**src/hw/rsm_map.svh**
```systemverilog
// Purpose: Register map constants for regulator slot/mode control
// Assumes: AXI4-Lite byte address = 4 x register index
// Notes:   Offsets, address width, fields, write masks, reset values, voltage constants, knee code and response codes only
`ifndef RSM_MAP_SVH
`define RSM_MAP_SVH
// ----------------------------------------
// Register indices and address width
// ----------------------------------------
`define RSM_IDX_REG7_SLEEP   16'h407C
`define RSM_IDX_REG8_CTRL    16'h407D
`define RSM_IDX_REG8_ON      16'h407E
`define RSM_IDX_REG8_SLEEP   16'h407F
`define RSM_IDX_IRQ_STATUS   16'h4090
`define RSM_IDX_IRQ_MASK     16'h4091
`define RSM_IDX_STATE        16'h4092
`define RSM_ADDR_W           18
// ----------------------------------------
// Writable bit masks and reset values
// ----------------------------------------
`define RSM_SLEEP_WMASK      16'hE11F
`define RSM_CTRL_WMASK       16'hDFC0
`define RSM_ON_WMASK         16'hE11F
`define RSM_REG7_SLEEP_RST   16'h0100
`define RSM_REG8_CTRL_RST    16'h0200
`define RSM_REG8_ON_RST      16'h0000
`define RSM_REG8_SLEEP_RST   16'h0100
// ----------------------------------------
// Field positions
// ----------------------------------------
`define RSM_SLOT_HI          15
`define RSM_SLOT_LO          13
`define RSM_MODE_BIT         8
`define RSM_VSEL_HI          4
`define RSM_VSEL_LO          0
`define RSM_ACT_HI           15
`define RSM_ACT_LO           14
`define RSM_SRC_HI           12
`define RSM_SRC_LO           11
`define RSM_HWV_BIT          10
`define RSM_HWM_HI           9
`define RSM_HWM_LO           8
`define RSM_FLT_BIT          7
`define RSM_SWI_BIT          6
// ----------------------------------------
// Voltage code constants (mV), knee code and AXI response codes
// ----------------------------------------
`define RSM_MV_BASE          12'd1000
`define RSM_MV_FINE          12'd50
`define RSM_MV_COARSE        12'd100
`define RSM_MV_KNEE          12'd1700
`define RSM_KNEE_CODE        5'h0D
`define RSM_RESP_OKAY        2'b00
`define RSM_RESP_SLVERR      2'b10
`endif

```
**src/hw/rsm_pkg.sv**
```systemverilog
// Purpose: Types for regulator slot/mode control
// Assumes: Constants live in rsm_map.svh
// Notes:   Packed carriers for regulator outputs
package rsm_pkg;
  typedef enum logic [1:0] {
    RSM_ACT_IGNORE   = 2'b00,
    RSM_ACT_REG_OFF  = 2'b01,
    RSM_ACT_SYS_RST  = 2'b10,
    RSM_ACT_RESERVED = 2'b11
  } rsm_action_t;
  typedef enum logic [1:0] {
    RSM_WR_IDLE = 2'b00,
    RSM_WR_RESP = 2'b01
  } rsm_wr_state_t;
  typedef struct packed {
    logic        enabled;
    logic        low_power;
    logic [11:0] millivolts;
    logic        float_off;
    logic        switch_mode;
  } rsm_reg_out_t;
endpackage : rsm_pkg

```
**src/hw/rsm_top.sv**
```systemverilog
// Purpose: Control registers and output steering for two linear regulators
// Assumes: Sequencer gives a timeslot number and sleep/start phase
// Notes:   Single clock, synchronous reset, AXI4-Lite slave
//
// How it works
// - Sleep slot 000 moves regulator 7 to sleep voltage and mode in timeslot five.
// - Sleep slot 001..101 disable regulator 7 in timeslots five down to one.
// - Sleep slot 110 transitions in timeslot three, 111 in timeslot one.
// - Under a hardware enable, codes 001..101 pick the slot for entering sleep instead.
// - Sleep mode bit of regulator 7 is normal at 0, low power at 1, reset 1.
// - Regulator 7 sleep code maps 1.00V..1.60V in 50mV then 1.70V..3.50V in 100mV.
// - Undervoltage action of regulator 8: ignore, shut regulator, device reset, reserved.
// - Any regulator 8 undervoltage sets interrupt status bit 0; irq follows unless that bit is masked.
// - Hardware control source: none, input one, input two, or either.
// - Under hardware control, voltage is the on code or the sleep code per select bit.
// - Hardware mode field: 00/10 low power, 01 off, 11 follows on mode; resets to 10.
// - Float bit chooses discharge or float when off; switch bit chooses linear or switch.
// - On slot: 000 never, 001..101 timeslots one to five, 110/111 hardware enable one/two.
// - On mode bit of regulator 8 is normal at 0, low power at 1, reset 0.
// - Regulator 8 on code uses the same voltage mapping as the sleep code.
//
// The implementer's own choice: the AXI4-Lite interface to the registers.
`timescale 1ns/1ns
`include "rsm_map.svh"
module rsm_top (
  // Clock and reset
  input  wire logic                     clk_sys,
  input  wire logic                     sys_rst,
  // AXI4-Lite write
  input  wire logic [`RSM_ADDR_W-1:0]   s_axi_awaddr,
  input  wire logic                     s_axi_awvalid,
  output logic                          s_axi_awready,
  input  wire logic [31:0]              s_axi_wdata,
  input  wire logic [3:0]               s_axi_wstrb,
  input  wire logic                     s_axi_wvalid,
  output logic                          s_axi_wready,
  output logic [1:0]                    s_axi_bresp,
  output logic                          s_axi_bvalid,
  input  wire logic                     s_axi_bready,
  // AXI4-Lite read
  input  wire logic [`RSM_ADDR_W-1:0]   s_axi_araddr,
  input  wire logic                     s_axi_arvalid,
  output logic                          s_axi_arready,
  output logic [31:0]                   s_axi_rdata,
  output logic [1:0]                    s_axi_rresp,
  output logic                          s_axi_rvalid,
  input  wire logic                     s_axi_rready,
  // Sequencer and hardware inputs
  input  wire logic [2:0]               timeslot,
  input  wire logic                     slot_strobe,
  input  wire logic                     seq_sleep,
  input  wire logic                     seq_start,
  input  wire logic                     hw_enable1,
  input  wire logic                     hw_enable2,
  input  wire logic                     hw_control1,
  input  wire logic                     hw_control2,
  input  wire logic                     reg8_undervoltage,
  // Regulator outputs
  output rsm_pkg::rsm_reg_out_t         reg7_out,
  output rsm_pkg::rsm_reg_out_t         reg8_out,
  output logic                          reg8_uv_shutdown,
  output logic                          device_reset_req,
  output logic                          irq
);
  // ----------------------------------------
  // Register storage
  // ----------------------------------------
  logic [15:0] reg7_sleep_control;
  logic [15:0] reg8_control;
  logic [15:0] reg8_on_control;
  logic [15:0] reg8_sleep_control;
  logic [1:0]  irq_status;
  logic [1:0]  irq_mask;
  logic        reg7_in_sleep;
  logic        reg7_off;
  logic        reg8_seq_on;
  logic        uv_prev;
  logic        uv_latched;

  // ----------------------------------------
  // Field views
  // ----------------------------------------
  wire [2:0] reg7_sleep_timeslot     = reg7_sleep_control[`RSM_SLOT_HI:`RSM_SLOT_LO];
  wire       reg7_sleep_power_mode   = reg7_sleep_control[`RSM_MODE_BIT];
  wire [4:0] reg7_sleep_voltage_code = reg7_sleep_control[`RSM_VSEL_HI:`RSM_VSEL_LO];
  wire [1:0] reg8_undervoltage_action = reg8_control[`RSM_ACT_HI:`RSM_ACT_LO];
  wire [1:0] reg8_hw_control_source  = reg8_control[`RSM_SRC_HI:`RSM_SRC_LO];
  wire       reg8_hw_voltage_choice  = reg8_control[`RSM_HWV_BIT];
  wire [1:0] reg8_hw_power_mode      = reg8_control[`RSM_HWM_HI:`RSM_HWM_LO];
  wire       reg8_output_float       = reg8_control[`RSM_FLT_BIT];
  wire       reg8_switch_operation   = reg8_control[`RSM_SWI_BIT];
  wire [2:0] reg8_on_timeslot        = reg8_on_control[`RSM_SLOT_HI:`RSM_SLOT_LO];
  wire       reg8_on_power_mode      = reg8_on_control[`RSM_MODE_BIT];
  wire [4:0] reg8_on_voltage_code    = reg8_on_control[`RSM_VSEL_HI:`RSM_VSEL_LO];
  wire [4:0] reg8_sleep_voltage_code = reg8_sleep_control[`RSM_VSEL_HI:`RSM_VSEL_LO];

  // ----------------------------------------
  // Voltage code to millivolts
  // ----------------------------------------
  function automatic logic [11:0] code_to_mv(input logic [4:0] code);
    logic [11:0] c;
    c = {7'h00, code};
    if (code < `RSM_KNEE_CODE)
      code_to_mv = 12'(`RSM_MV_BASE + c * `RSM_MV_FINE);
    else
      code_to_mv = 12'(`RSM_MV_KNEE + (c - 12'h00D) * `RSM_MV_COARSE);
  endfunction : code_to_mv

  // ----------------------------------------
  // Regulator 7 sleep sequencing
  // ----------------------------------------
  // Slot number the sleep code acts in; code 0 acts in slot five
  wire [2:0] r7_slot =
    (reg7_sleep_timeslot == 3'h0) ? 3'h5 :
    (reg7_sleep_timeslot == 3'h6) ? 3'h3 :
    (reg7_sleep_timeslot == 3'h7) ? 3'h1 :
    3'(3'h6 - reg7_sleep_timeslot);
  wire r7_disables  = (reg7_sleep_timeslot != 3'h0) && (reg7_sleep_timeslot < 3'h6);
  wire r7_hit       = slot_strobe && seq_sleep && (timeslot == r7_slot);
  // Hardware-enable mode turns a disable slot into a sleep entry
  wire r7_hw_owned  = hw_enable1 | hw_enable2;
  wire next_r7_off  = r7_hit && r7_disables && !r7_hw_owned;
  wire next_r7_slp  = r7_hit && (!r7_disables || r7_hw_owned);

  always_ff @(posedge clk_sys) begin
    if (sys_rst) begin
      reg7_in_sleep <= 1'b0;
      reg7_off      <= 1'b0;
    end else if (slot_strobe && seq_start) begin
      reg7_in_sleep <= 1'b0;
      reg7_off      <= 1'b0;
    end else begin
      if (next_r7_slp)
        reg7_in_sleep <= 1'b1;
      if (next_r7_off)
        reg7_off <= 1'b1;
    end
  end

  // ----------------------------------------
  // Regulator 8 enable and hardware control
  // ----------------------------------------
  wire r8_hw_enable_sel = reg8_on_timeslot[2] & reg8_on_timeslot[1];
  wire r8_hw_enable     = reg8_on_timeslot[0] ? hw_enable2 : hw_enable1;
  wire r8_slot_hit      = slot_strobe && seq_start && (reg8_on_timeslot != 3'h0)
                          && !r8_hw_enable_sel && (timeslot == reg8_on_timeslot);
  wire r8_hwc =
    (reg8_hw_control_source == 2'b01) ? hw_control1 :
    (reg8_hw_control_source == 2'b10) ? hw_control2 :
    (reg8_hw_control_source == 2'b11) ? (hw_control1 | hw_control2) : 1'b0;
  wire r8_base_on = r8_hw_enable_sel ? r8_hw_enable : reg8_seq_on;
  wire r8_hw_off  = r8_hwc && (reg8_hw_power_mode == 2'b01);
  wire r8_lp      = r8_hwc ? ((reg8_hw_power_mode == 2'b11) ? reg8_on_power_mode : 1'b1)
                           : reg8_on_power_mode;
  wire [4:0] r8_code = (r8_hwc && reg8_hw_voltage_choice) ? reg8_sleep_voltage_code
                                                          : reg8_on_voltage_code;

  // Undervoltage rising edge
  wire uv_event = reg8_undervoltage && !uv_prev;
  wire uv_act_reg = uv_event &&
    (rsm_pkg::rsm_action_t'(reg8_undervoltage_action) == rsm_pkg::RSM_ACT_REG_OFF);
  wire uv_act_sys = uv_event &&
    (rsm_pkg::rsm_action_t'(reg8_undervoltage_action) == rsm_pkg::RSM_ACT_SYS_RST);

  always_ff @(posedge clk_sys) begin
    if (sys_rst) begin
      reg8_seq_on <= 1'b0;
      uv_prev     <= 1'b0;
      uv_latched  <= 1'b0;
    end else begin
      uv_prev <= reg8_undervoltage;
      if (uv_act_reg)
        uv_latched <= 1'b1;
      else if (slot_strobe && seq_start)
        uv_latched <= 1'b0;
      if (r8_slot_hit)
        reg8_seq_on <= 1'b1;
      else if (slot_strobe && seq_sleep && timeslot == 3'h1)
        reg8_seq_on <= 1'b0;
    end
  end

  // ----------------------------------------
  // Output registers
  // ----------------------------------------
  rsm_pkg::rsm_reg_out_t next_reg7_out;
  rsm_pkg::rsm_reg_out_t next_reg8_out;
  assign next_reg7_out = '{
    enabled:     !reg7_off,
    low_power:   reg7_in_sleep & reg7_sleep_power_mode,
    millivolts:  reg7_in_sleep ? code_to_mv(reg7_sleep_voltage_code) : `RSM_MV_BASE,
    float_off:   1'b0,
    switch_mode: 1'b0
  };
  assign next_reg8_out = '{
    enabled:     r8_base_on && !r8_hw_off && !uv_latched,
    low_power:   r8_lp,
    millivolts:  code_to_mv(r8_code),
    float_off:   reg8_output_float,
    switch_mode: reg8_switch_operation
  };

  // ----------------------------------------
  // AXI4-Lite write path
  // ----------------------------------------
  logic                  aw_held;
  logic                  w_held;
  logic [`RSM_ADDR_W-1:0] aw_addr;
  logic [31:0]           w_data;
  logic [3:0]            w_strb;
  wire aw_take = s_axi_awvalid && s_axi_awready;
  wire w_take  = s_axi_wvalid && s_axi_wready;
  wire [`RSM_ADDR_W-1:0] wr_addr = aw_take ? s_axi_awaddr : aw_addr;
  wire [31:0]            wr_data = w_take ? s_axi_wdata : w_data;
  wire [3:0]             wr_strb = w_take ? s_axi_wstrb : w_strb;
  wire wr_fire = (aw_held || aw_take) && (w_held || w_take) && !s_axi_bvalid;
  wire [15:0] wr_idx = wr_addr[17:2];
  wire [15:0] wr_lane = {{8{wr_strb[1]}}, {8{wr_strb[0]}}};
  wire wr_hit = (wr_idx == `RSM_IDX_REG7_SLEEP) || (wr_idx == `RSM_IDX_REG8_CTRL) ||
                (wr_idx == `RSM_IDX_REG8_ON) || (wr_idx == `RSM_IDX_REG8_SLEEP) ||
                (wr_idx == `RSM_IDX_IRQ_STATUS) || (wr_idx == `RSM_IDX_IRQ_MASK) ||
                (wr_idx == `RSM_IDX_STATE);

  // Merge byte lanes, keep reserved bits zero
  function automatic logic [15:0] merge(input logic [15:0] old, input logic [15:0] wmask,
                                        input logic [15:0] data, input logic [15:0] lanes);
    merge = ((old & ~lanes) | (data & lanes)) & wmask;
  endfunction : merge

  always_ff @(posedge clk_sys) begin
    if (sys_rst) begin
      aw_held       <= 1'b0;
      w_held        <= 1'b0;
      aw_addr       <= '0;
      w_data        <= 32'h0000_0000;
      w_strb        <= 4'h0;
      s_axi_bvalid  <= 1'b0;
      s_axi_bresp   <= `RSM_RESP_OKAY;
    end else begin
      if (aw_take && !wr_fire) begin
        aw_held <= 1'b1;
        aw_addr <= s_axi_awaddr;
      end
      if (w_take && !wr_fire) begin
        w_held <= 1'b1;
        w_data <= s_axi_wdata;
        w_strb <= s_axi_wstrb;
      end
      if (wr_fire) begin
        aw_held      <= 1'b0;
        w_held       <= 1'b0;
        s_axi_bvalid <= 1'b1;
        s_axi_bresp  <= wr_hit ? `RSM_RESP_OKAY : `RSM_RESP_SLVERR;
      end else if (s_axi_bready)
        s_axi_bvalid <= 1'b0;
    end
  end
  assign s_axi_awready = !aw_held && !s_axi_bvalid;
  assign s_axi_wready  = !w_held && !s_axi_bvalid;

  // ----------------------------------------
  // Register file and interrupt
  // ----------------------------------------
  wire rd_fire = s_axi_arvalid && s_axi_arready;
  wire [15:0] rd_idx = s_axi_araddr[17:2];
  wire status_read = rd_fire && (rd_idx == `RSM_IDX_IRQ_STATUS);
  // Bit0 undervoltage, bit1 undervoltage action taken
  wire [1:0] irq_set = {uv_act_reg | uv_act_sys, uv_event};

  always_ff @(posedge clk_sys) begin
    if (sys_rst) begin
      reg7_sleep_control <= `RSM_REG7_SLEEP_RST;
      reg8_control       <= `RSM_REG8_CTRL_RST;
      reg8_on_control    <= `RSM_REG8_ON_RST;
      reg8_sleep_control <= `RSM_REG8_SLEEP_RST;
      irq_mask           <= 2'b00;
    end else if (wr_fire) begin
      if (wr_idx == `RSM_IDX_REG7_SLEEP)
        reg7_sleep_control <= merge(reg7_sleep_control, `RSM_SLEEP_WMASK, wr_data[15:0], wr_lane);
      if (wr_idx == `RSM_IDX_REG8_CTRL)
        reg8_control <= merge(reg8_control, `RSM_CTRL_WMASK, wr_data[15:0], wr_lane);
      if (wr_idx == `RSM_IDX_REG8_ON)
        reg8_on_control <= merge(reg8_on_control, `RSM_ON_WMASK, wr_data[15:0], wr_lane);
      if (wr_idx == `RSM_IDX_REG8_SLEEP)
        reg8_sleep_control <= merge(reg8_sleep_control, `RSM_SLEEP_WMASK, wr_data[15:0], wr_lane);
      if (wr_idx == `RSM_IDX_IRQ_MASK && wr_strb[0])
        irq_mask <= wr_data[1:0];
    end
  end

  // Set wins over read-clear
  always_ff @(posedge clk_sys) begin
    if (sys_rst)
      irq_status <= 2'b00;
    else
      irq_status <= (status_read ? 2'b00 : irq_status) | irq_set;
  end

  wire [15:0] state_word = {11'h000, uv_latched, reg8_seq_on, reg7_off, reg7_in_sleep, r8_hwc};
  wire [15:0] rd_word =
    (rd_idx == `RSM_IDX_REG7_SLEEP) ? reg7_sleep_control :
    (rd_idx == `RSM_IDX_REG8_CTRL)  ? reg8_control :
    (rd_idx == `RSM_IDX_REG8_ON)    ? reg8_on_control :
    (rd_idx == `RSM_IDX_REG8_SLEEP) ? reg8_sleep_control :
    (rd_idx == `RSM_IDX_IRQ_STATUS) ? {14'h0000, irq_status} :
    (rd_idx == `RSM_IDX_IRQ_MASK)   ? {14'h0000, irq_mask} :
    (rd_idx == `RSM_IDX_STATE)      ? state_word : 16'h0000;
  wire rd_hit = (rd_idx == `RSM_IDX_REG7_SLEEP) || (rd_idx == `RSM_IDX_REG8_CTRL) ||
                (rd_idx == `RSM_IDX_REG8_ON) || (rd_idx == `RSM_IDX_REG8_SLEEP) ||
                (rd_idx == `RSM_IDX_IRQ_STATUS) || (rd_idx == `RSM_IDX_IRQ_MASK) ||
                (rd_idx == `RSM_IDX_STATE);
  assign s_axi_arready = !s_axi_rvalid;

  always_ff @(posedge clk_sys) begin
    if (sys_rst) begin
      s_axi_rvalid <= 1'b0;
      s_axi_rdata  <= 32'h0000_0000;
      s_axi_rresp  <= `RSM_RESP_OKAY;
    end else if (rd_fire) begin
      s_axi_rvalid <= 1'b1;
      s_axi_rdata  <= {16'h0000, rd_word};
      s_axi_rresp  <= rd_hit ? `RSM_RESP_OKAY : `RSM_RESP_SLVERR;
    end else if (s_axi_rready)
      s_axi_rvalid <= 1'b0;
  end

  always_ff @(posedge clk_sys) begin
    if (sys_rst) begin
      reg7_out         <= '0;
      reg8_out         <= '0;
      reg8_uv_shutdown <= 1'b0;
      device_reset_req <= 1'b0;
      irq              <= 1'b0;
    end else begin
      reg7_out         <= next_reg7_out;
      reg8_out         <= next_reg8_out;
      reg8_uv_shutdown <= uv_latched;
      device_reset_req <= uv_act_sys;
      irq              <= |(irq_status & ~irq_mask);
    end
  end
endmodule : rsm_top

```
**config.mk**
```make
export PLATFORM = sky130hd
export DESIGN_NAME = rsm_top
export DESIGN_NICKNAME = d
export VERILOG_FILES = /design/src/hw/rsm_pkg.sv /design/src/hw/rsm_top.sv
export VERILOG_INCLUDE_DIRS = /design/src /design/src/hw
export SDC_FILE = /design/constraint.sdc
export NUM_CORES = 1
export LEC_CHECK = 0
export BUFFER_PORTS_ARGS = -buffer_cell sky130_fd_sc_hd__buf_2
export CORE_MARGIN = 2
export CORE_UTILIZATION = 40
export CTS_BUF_LIST = sky130_fd_sc_hd__clkbuf_16
export DETAILED_ROUTE_END_ITERATION = 16
export PLACE_DENSITY_LB_ADDON = 0.08
export SYNTH_ARGS = -nofsm -noshare
export SYNTH_HDL_FRONTEND = slang
export SYNTH_SLANG_ARGS = --single-unit
```
**constraint.sdc**
```tcl
create_clock -name clk_sys -period 16.15 [get_ports clk_sys]
set_clock_uncertainty 0.2 [all_clocks]
set_input_delay 3.23 -clock clk_sys [delete_from_list [all_inputs] [get_ports clk_sys]]
set_output_delay 3.23 -clock clk_sys [all_outputs]
set_load 0.05 [all_outputs]
```
# --- Word level (Yosys, flattened, before mapping) ---
# Index checks and enable logic that the tools add are counted.
word_totals:
  reg_bits: 140
  in_bits: 90
  word_cells: 201
op_classes:
  addsub: 7
  n_mul: 4
  eq_ne: 26
  muxes: 35
  reduce_logical: 72
  n_lt_le_gt_ge: 3
  bitwise: 19
ops:
  columns: ["cell", "count"]
  rows:
  - ["equality test 16 x 15 -> 1 bit, second input constant", 14]
  - ["bitwise AND 16 bit", 5]
  - ["two-way mux 16 bit", 5]
  - ["OR 16 bit", 4]
  - ["two-way mux 12 bit", 3]
  - ["logical AND 1 bit", 29]
  - ["adder 10 x 11 -> 12 bit, first input constant", 2]
  - ["adder 11 x 12 -> 12 bit, first input constant", 2]
  - ["multiplier 12 x 5 -> 10 bit, second input constant", 2]
  - ["multiplier 5 x 5 -> 10 bit, second input constant", 2]
  - ["two-way mux 5 bit", 4]
  - ["two-way mux 18 bit", 1]
  - ["inverter 16 bit", 1]
  - ["logical OR 1 bit", 15]
  - ["two-way mux 1 bit", 15]
  - ["zero test 1 bit", 12]
  - ["subtractor 5 x 4 -> 6 bit, second input constant", 2]
  - ["< comparator 5 x 4 -> 1 bit, second input constant", 2]
  - ["AND reduction 2 bit", 5]
  - ["two-way mux 3 bit", 3]
  - ["equality test 2 bit, second input constant", 4]
  - ["two-way mux 2 bit", 4]
  - ["nonzero test 2 bit", 4]
  - ["OR reduction 2 bit", 4]
  - ["14 further kinds", 22]

# --- Depth between registers and ports, before layout ---
logic_depth:
  depth_word: 12
  depth_mapped: 21

# --- Worst setup path before layout ---
# Ideal clock, no wire load.
synth_path:
  kind: "input port to flip-flop"
  startpoint: "in hw_control1"
  endpoint: "reg reg8_out[13] (netlist name)"
  path_stages: 21
  arrival_time_ns: 7.804
  path_slack_ns: 8.051
  setup_ns: 0.095
  cell_sequence: "a22o_1 buf_2 and3_1 or2_2 clkbuf_1 ha_1 a31oi_1 nand3_1 xnor2_1 ha_1 ha_1 inv_1 fa_1 inv_1 ha_1 and2_1 a311o_1 a21oi_1 xnor2_1 xnor3_1 a221oi_1"
synth_between:
  elab_chain_cells: 10
  elab_cells_between_ends: 13
synth_lines:
  columns: ["item", "line_no", "text"]
  rows:
  - ["start: declaration", "rsm_top.sv:55", "input wire logic hw_control1,"]
  - ["OR 1 bit", "rsm_top.sv:150", "(reg8_hw_control_source == 2'b11) ? (hw_control1 | hw_control2) : 1'b0;"]
  - ["two-way mux 1 bit", "rsm_top.sv:150", null]
  - ["two-way mux 1 bit", "rsm_top.sv:149", "(reg8_hw_control_source == 2'b10) ? hw_control2 :"]
  - ["two-way mux 1 bit *", "rsm_top.sv:148", "(reg8_hw_control_source == 2'b01) ? hw_control1 :"]
  - ["logical AND 1 bit *", "rsm_top.sv:155", "wire [4:0] r8_code = (r8_hwc && reg8_hw_voltage_choice) ? reg8_sleep_voltage_code"]
  - ["two-way mux 5 bit *", "rsm_top.sv:155", null]
  - ["subtractor 5 x 4 -> 6 bit", "rsm_top.sv:106", "code_to_mv = 12'(`RSM_MV_KNEE + (c - 12'h00D) * `RSM_MV_COARSE);"]
  - ["multiplier 12 x 5 -> 10 bit (no line)", null, null]
  - ["adder 11 x 12 -> 12 bit (no line)", null, null]
  - ["two-way mux 12 bit *", "rsm_top.sv:103", "if (code < `RSM_KNEE_CODE)"]
  - ["end signal: assignment", "rsm_top.sv:336", "reg8_out <= next_reg8_out;"]
  - ["end: declaration", "rsm_top.sv:60", "output rsm_pkg::rsm_reg_out_t reg8_out,"]
# Mark *: on every way between the ends. The rest lies on a longest branch, timed or not.
# A chain may end at the register's enable or synchronous reset.

# --- Final worst setup path ---
# Same ends and word-level chain as after synthesis.

==> impl_metrics.env <==
export IMPL_viasPerCell=5.05
export IMPL_ctsLongestPathBuffers=2
export IMPL_timing_setup_tns_ns=0
export IMPL_dpl_hpwl_mm=15.7
export IMPL_num_vias=6710
export IMPL_synth_edf_count=0
export IMPL_finalCritPeriodShare=0.507
export IMPL_ir_worst_vdd_uv=74.1
export IMPL_p_comb_frac=0.122
export IMPL_io_pins=166
export IMPL_ant_nets=0
export IMPL_final_cell_area_um2=9400
export IMPL_n_fill_cell=2000
export IMPL_insertion_delay_ns=0.43
export IMPL_initial_utilization=0.405
export IMPL_grt_pass1_vias=6495
export IMPL_routed_wirelength_mm=20.7
export IMPL_r2r_cells=19
export IMPL_post_cts_setup_buffer_count=0
export IMPL_maxSlewViolCount=0
export IMPL_min_path_type="flop to flop"
export IMPL_synth_ff_type="dfxtp_1"
export IMPL_power_total_uw=803
export IMPL_cp_arrival_ns=8.31
export IMPL_gp_congestion=0.799
export IMPL_yosysMostFrequentCell="dfxtp_1"
export IMPL_hp_start="w_data[4]"
export IMPL_synth_avg_cell_area_um2=8.58
export IMPL_hold_slack_ns=0.252
export IMPL_synth_top_area_share=0.320
export IMPL_die_w_um=147
export IMPL_wire_per_inst_um=15.6
export IMPL_cap_viol_max_count=0
export IMPL_ctsHoldBuffers=0
export IMPL_yosysUniqueCellTypes=68
export IMPL_diodes=0
export IMPL_ys_top_cells_by_area="dfxtp_1 32%, ha_1 11%, nand2_1 5.3%"
export IMPL_clockRootBuffer="clkbuf_16"
export IMPL_dieArea_um2=21500
export IMPL_htree_levels=4
export IMPL_timing_final_ws_setup_ns=7.96
export IMPL_drive_above_1_share=0.181
export IMPL_setup_viol=0
export IMPL_drt_first_iter_violations=370
export IMPL_critPathKind="input pin to flop"
export IMPL_hold_viol_final=0
export IMPL_min_to="w_data[4]"
export IMPL_seq_area_frac_synth=0.320
export IMPL_clock_sinks=130
export IMPL_synth_area_um2=8140
export IMPL_min_period_ns=8.19
export IMPL_power_density_nw_per_um2=85.4
export IMPL_regToRegEndpoint="reg8_out[13]"
export IMPL_antenna_found_initial=0
export IMPL_die_h_um=147
export IMPL_cp_max_fo=10
export IMPL_start_kind="input pin"
export IMPL_slew_headroom=0.352
export IMPL_netlist_top_cells_count="130 x dfxtp_1, 115 x nand2_1, 74 x a21oi_1, 74 x nor2_1, 71 x ha_1"
export IMPL_syn2layout_area_growth_pct=15.5
export IMPL_tritoncts="done"
export IMPL_coreArea_um2=20100
export IMPL_cp_end_kind="flop"
export IMPL_outcome="completed"
export IMPL_track_usage=0.199
export IMPL_yosys_warnings=0
export IMPL_cts_resized=0
export IMPL_synth_seq_cells=130
export IMPL_tightest_slew_ns=0.970
export IMPL_cts_buffers=17
export IMPL_switching_share=0.288
export IMPL_path_clk_slew_ns=0.06
export IMPL_p_sw_uw=231
export IMPL_synth_largest_area_cell="dfxtp_1"
export IMPL_final_nets=1219
export IMPL_rsz0062_at_grt="false"
export IMPL_drt_first_pass_iters=4
export IMPL_num_rows=52
export IMPL_async_reset_ff_frac=0
export IMPL_p_leak_nw=4.34
export IMPL_post_place_ws_ns=7.50
export IMPL_grt_pass1_wl_mm=34.3
export IMPL_drc=0
export IMPL_p_seq_frac=0.420
export IMPL_fmax_mhz=122
export IMPL_clockPowerShare=0.457
export IMPL_timing_reg2reg_setup_slack_ns=10.45
export IMPL_grt_max_degree=83
export IMPL_port_buffers=119
export IMPL_p_int_uw=572
export IMPL_whs_path_depth=2
export IMPL_worstPathRequired_ns=16.27
export IMPL_syn_inst=949
export IMPL_placed_cell_area_um2=8850
export IMPL_grt_ovfl_total=0
==> worst max-delay path by stage <==
stage	slack [ns]	startpoint	to	cells after the start
after global routing	7.52	hw_control1	reg8_out[13]	20
final	7.96	hw_control1	reg8_out[13]	20
after detailed placement	7.50	hw_control1	reg8_out[13]	20
after global placement	7.59	hw_control1	reg8_out[13]	20
after CTS	7.93	hw_control1	reg8_out[13]	20
after floorplan	8.05	hw_control1	reg8_out[13]	21
==> power by group through the flow <==
stage                     sequential (mW)  clock [mW]  combinational, mW
after floorplan                     0.356           0             0.0626
after global placement              0.344           0             0.0990
after detailed placement            0.345           0             0.0993
after CTS                           0.338       0.377             0.0995
after global routing                0.339       0.391              0.107
final                               0.338       0.367             0.0982
==> per-stage QoR <==
step	util	cells
2_1_floorplan	-	971
3_3_place_gp	0.440	1297
3_5_place_dp	0.440	1297
4_1_cts	0.468	1328
5_1_grt	0.468	1328
6_report	0.468	1328
==> routing by layer <==
metal	track usage	wire, um	vias up
met3	0.0363	720	14
met5	0	0	-
met4	0.0607	254	0
li1	-	-	3476
met1	0.276	10000	3101
met2	0.315	9640	119
==> final cells by class <==
class	count	area (um^2)	area share
Timing Repair Buffer	123	628	0.0668
Sequential cell	130	2600	0.277
Multi-Input combinational cell	725	5090	0.542
Clock inverter	14	130	0.0138
Inverter	49	184	0.0196
Tap cell	270	338	0.0359
Clock buffer	17	425	0.0452
==> cells in the final DEF, fill, tap and decap left out, types with 5 or more instances in the layout <==
| cell type | Yosys | routed |
|---|---|---|
| a211oi_1 | 22 | 22 |
| a21o_1 | 6 | 6 |
| a21oi_1 | 74 | 74 |
| a221oi_1 | 5 | 5 |
| a22oi_1 | 11 | 11 |
| a31oi_1 | 5 | 5 |
| and2_1 | 6 | 6 |
| and3_1 | 7 | 7 |
| buf_2 | 5 | 118 |
| buf_4 | 23 | 5 |
| clkbuf_16 | 0 | 17 |
| conb_1 | 1 | 23 |
| dfxtp_1 | 130 | 130 |
| fa_1 | 12 | 12 |
| ha_1 | 71 | 71 |
| inv_1 | 49 | 49 |
| inv_6 | 0 | 5 |
| mux2_2 | 17 | 17 |
| mux2i_1 | 36 | 36 |
| nand2_1 | 115 | 115 |
| nand2b_1 | 13 | 13 |
| nand3_1 | 27 | 27 |
| nand3b_1 | 7 | 7 |
| nand4_1 | 9 | 9 |
| nor2_1 | 74 | 74 |
| nor2b_1 | 19 | 19 |
| nor3_1 | 16 | 16 |
| nor4_1 | 5 | 5 |
| o21ai_0 | 21 | 21 |
| o31ai_1 | 5 | 5 |
| or2_2 | 5 | 5 |
| or3_1 | 6 | 6 |
| xnor2_1 | 32 | 32 |
| xor2_1 | 16 | 16 |
==> cells by family after synthesis <==
family | synth area share
muxes | 0.0761
and+or+nand+nor | 0.199
AOI/OAI and AO/OA | 0.147
DFF | 0.320
xor gates and xnor gates | 0.0544
buffers and inverters | 0.0650
adders and majority gates | 0.139
other | 0.000461
==> worst max-delay path, cell delays in order <==
cell and delay (ns):
buf_2 0.10, a22o_1 0.41, nand2_1 0.16, mux2_2 0.36, inv_1 0.12, ha_1 0.29
nand2b_1 0.21, xnor2_1 0.36, ha_1 0.31, ha_1 0.29, inv_1 0.05, fa_1 0.50
inv_1 0.05, ha_1 0.36, and2_1 0.19, a311o_1 0.32, a21oi_1 0.17, xnor2_1 0.17
xnor3_1 0.35, a221oi_1 0.30
Note: power is estimated with default switching activity, not from simulation.
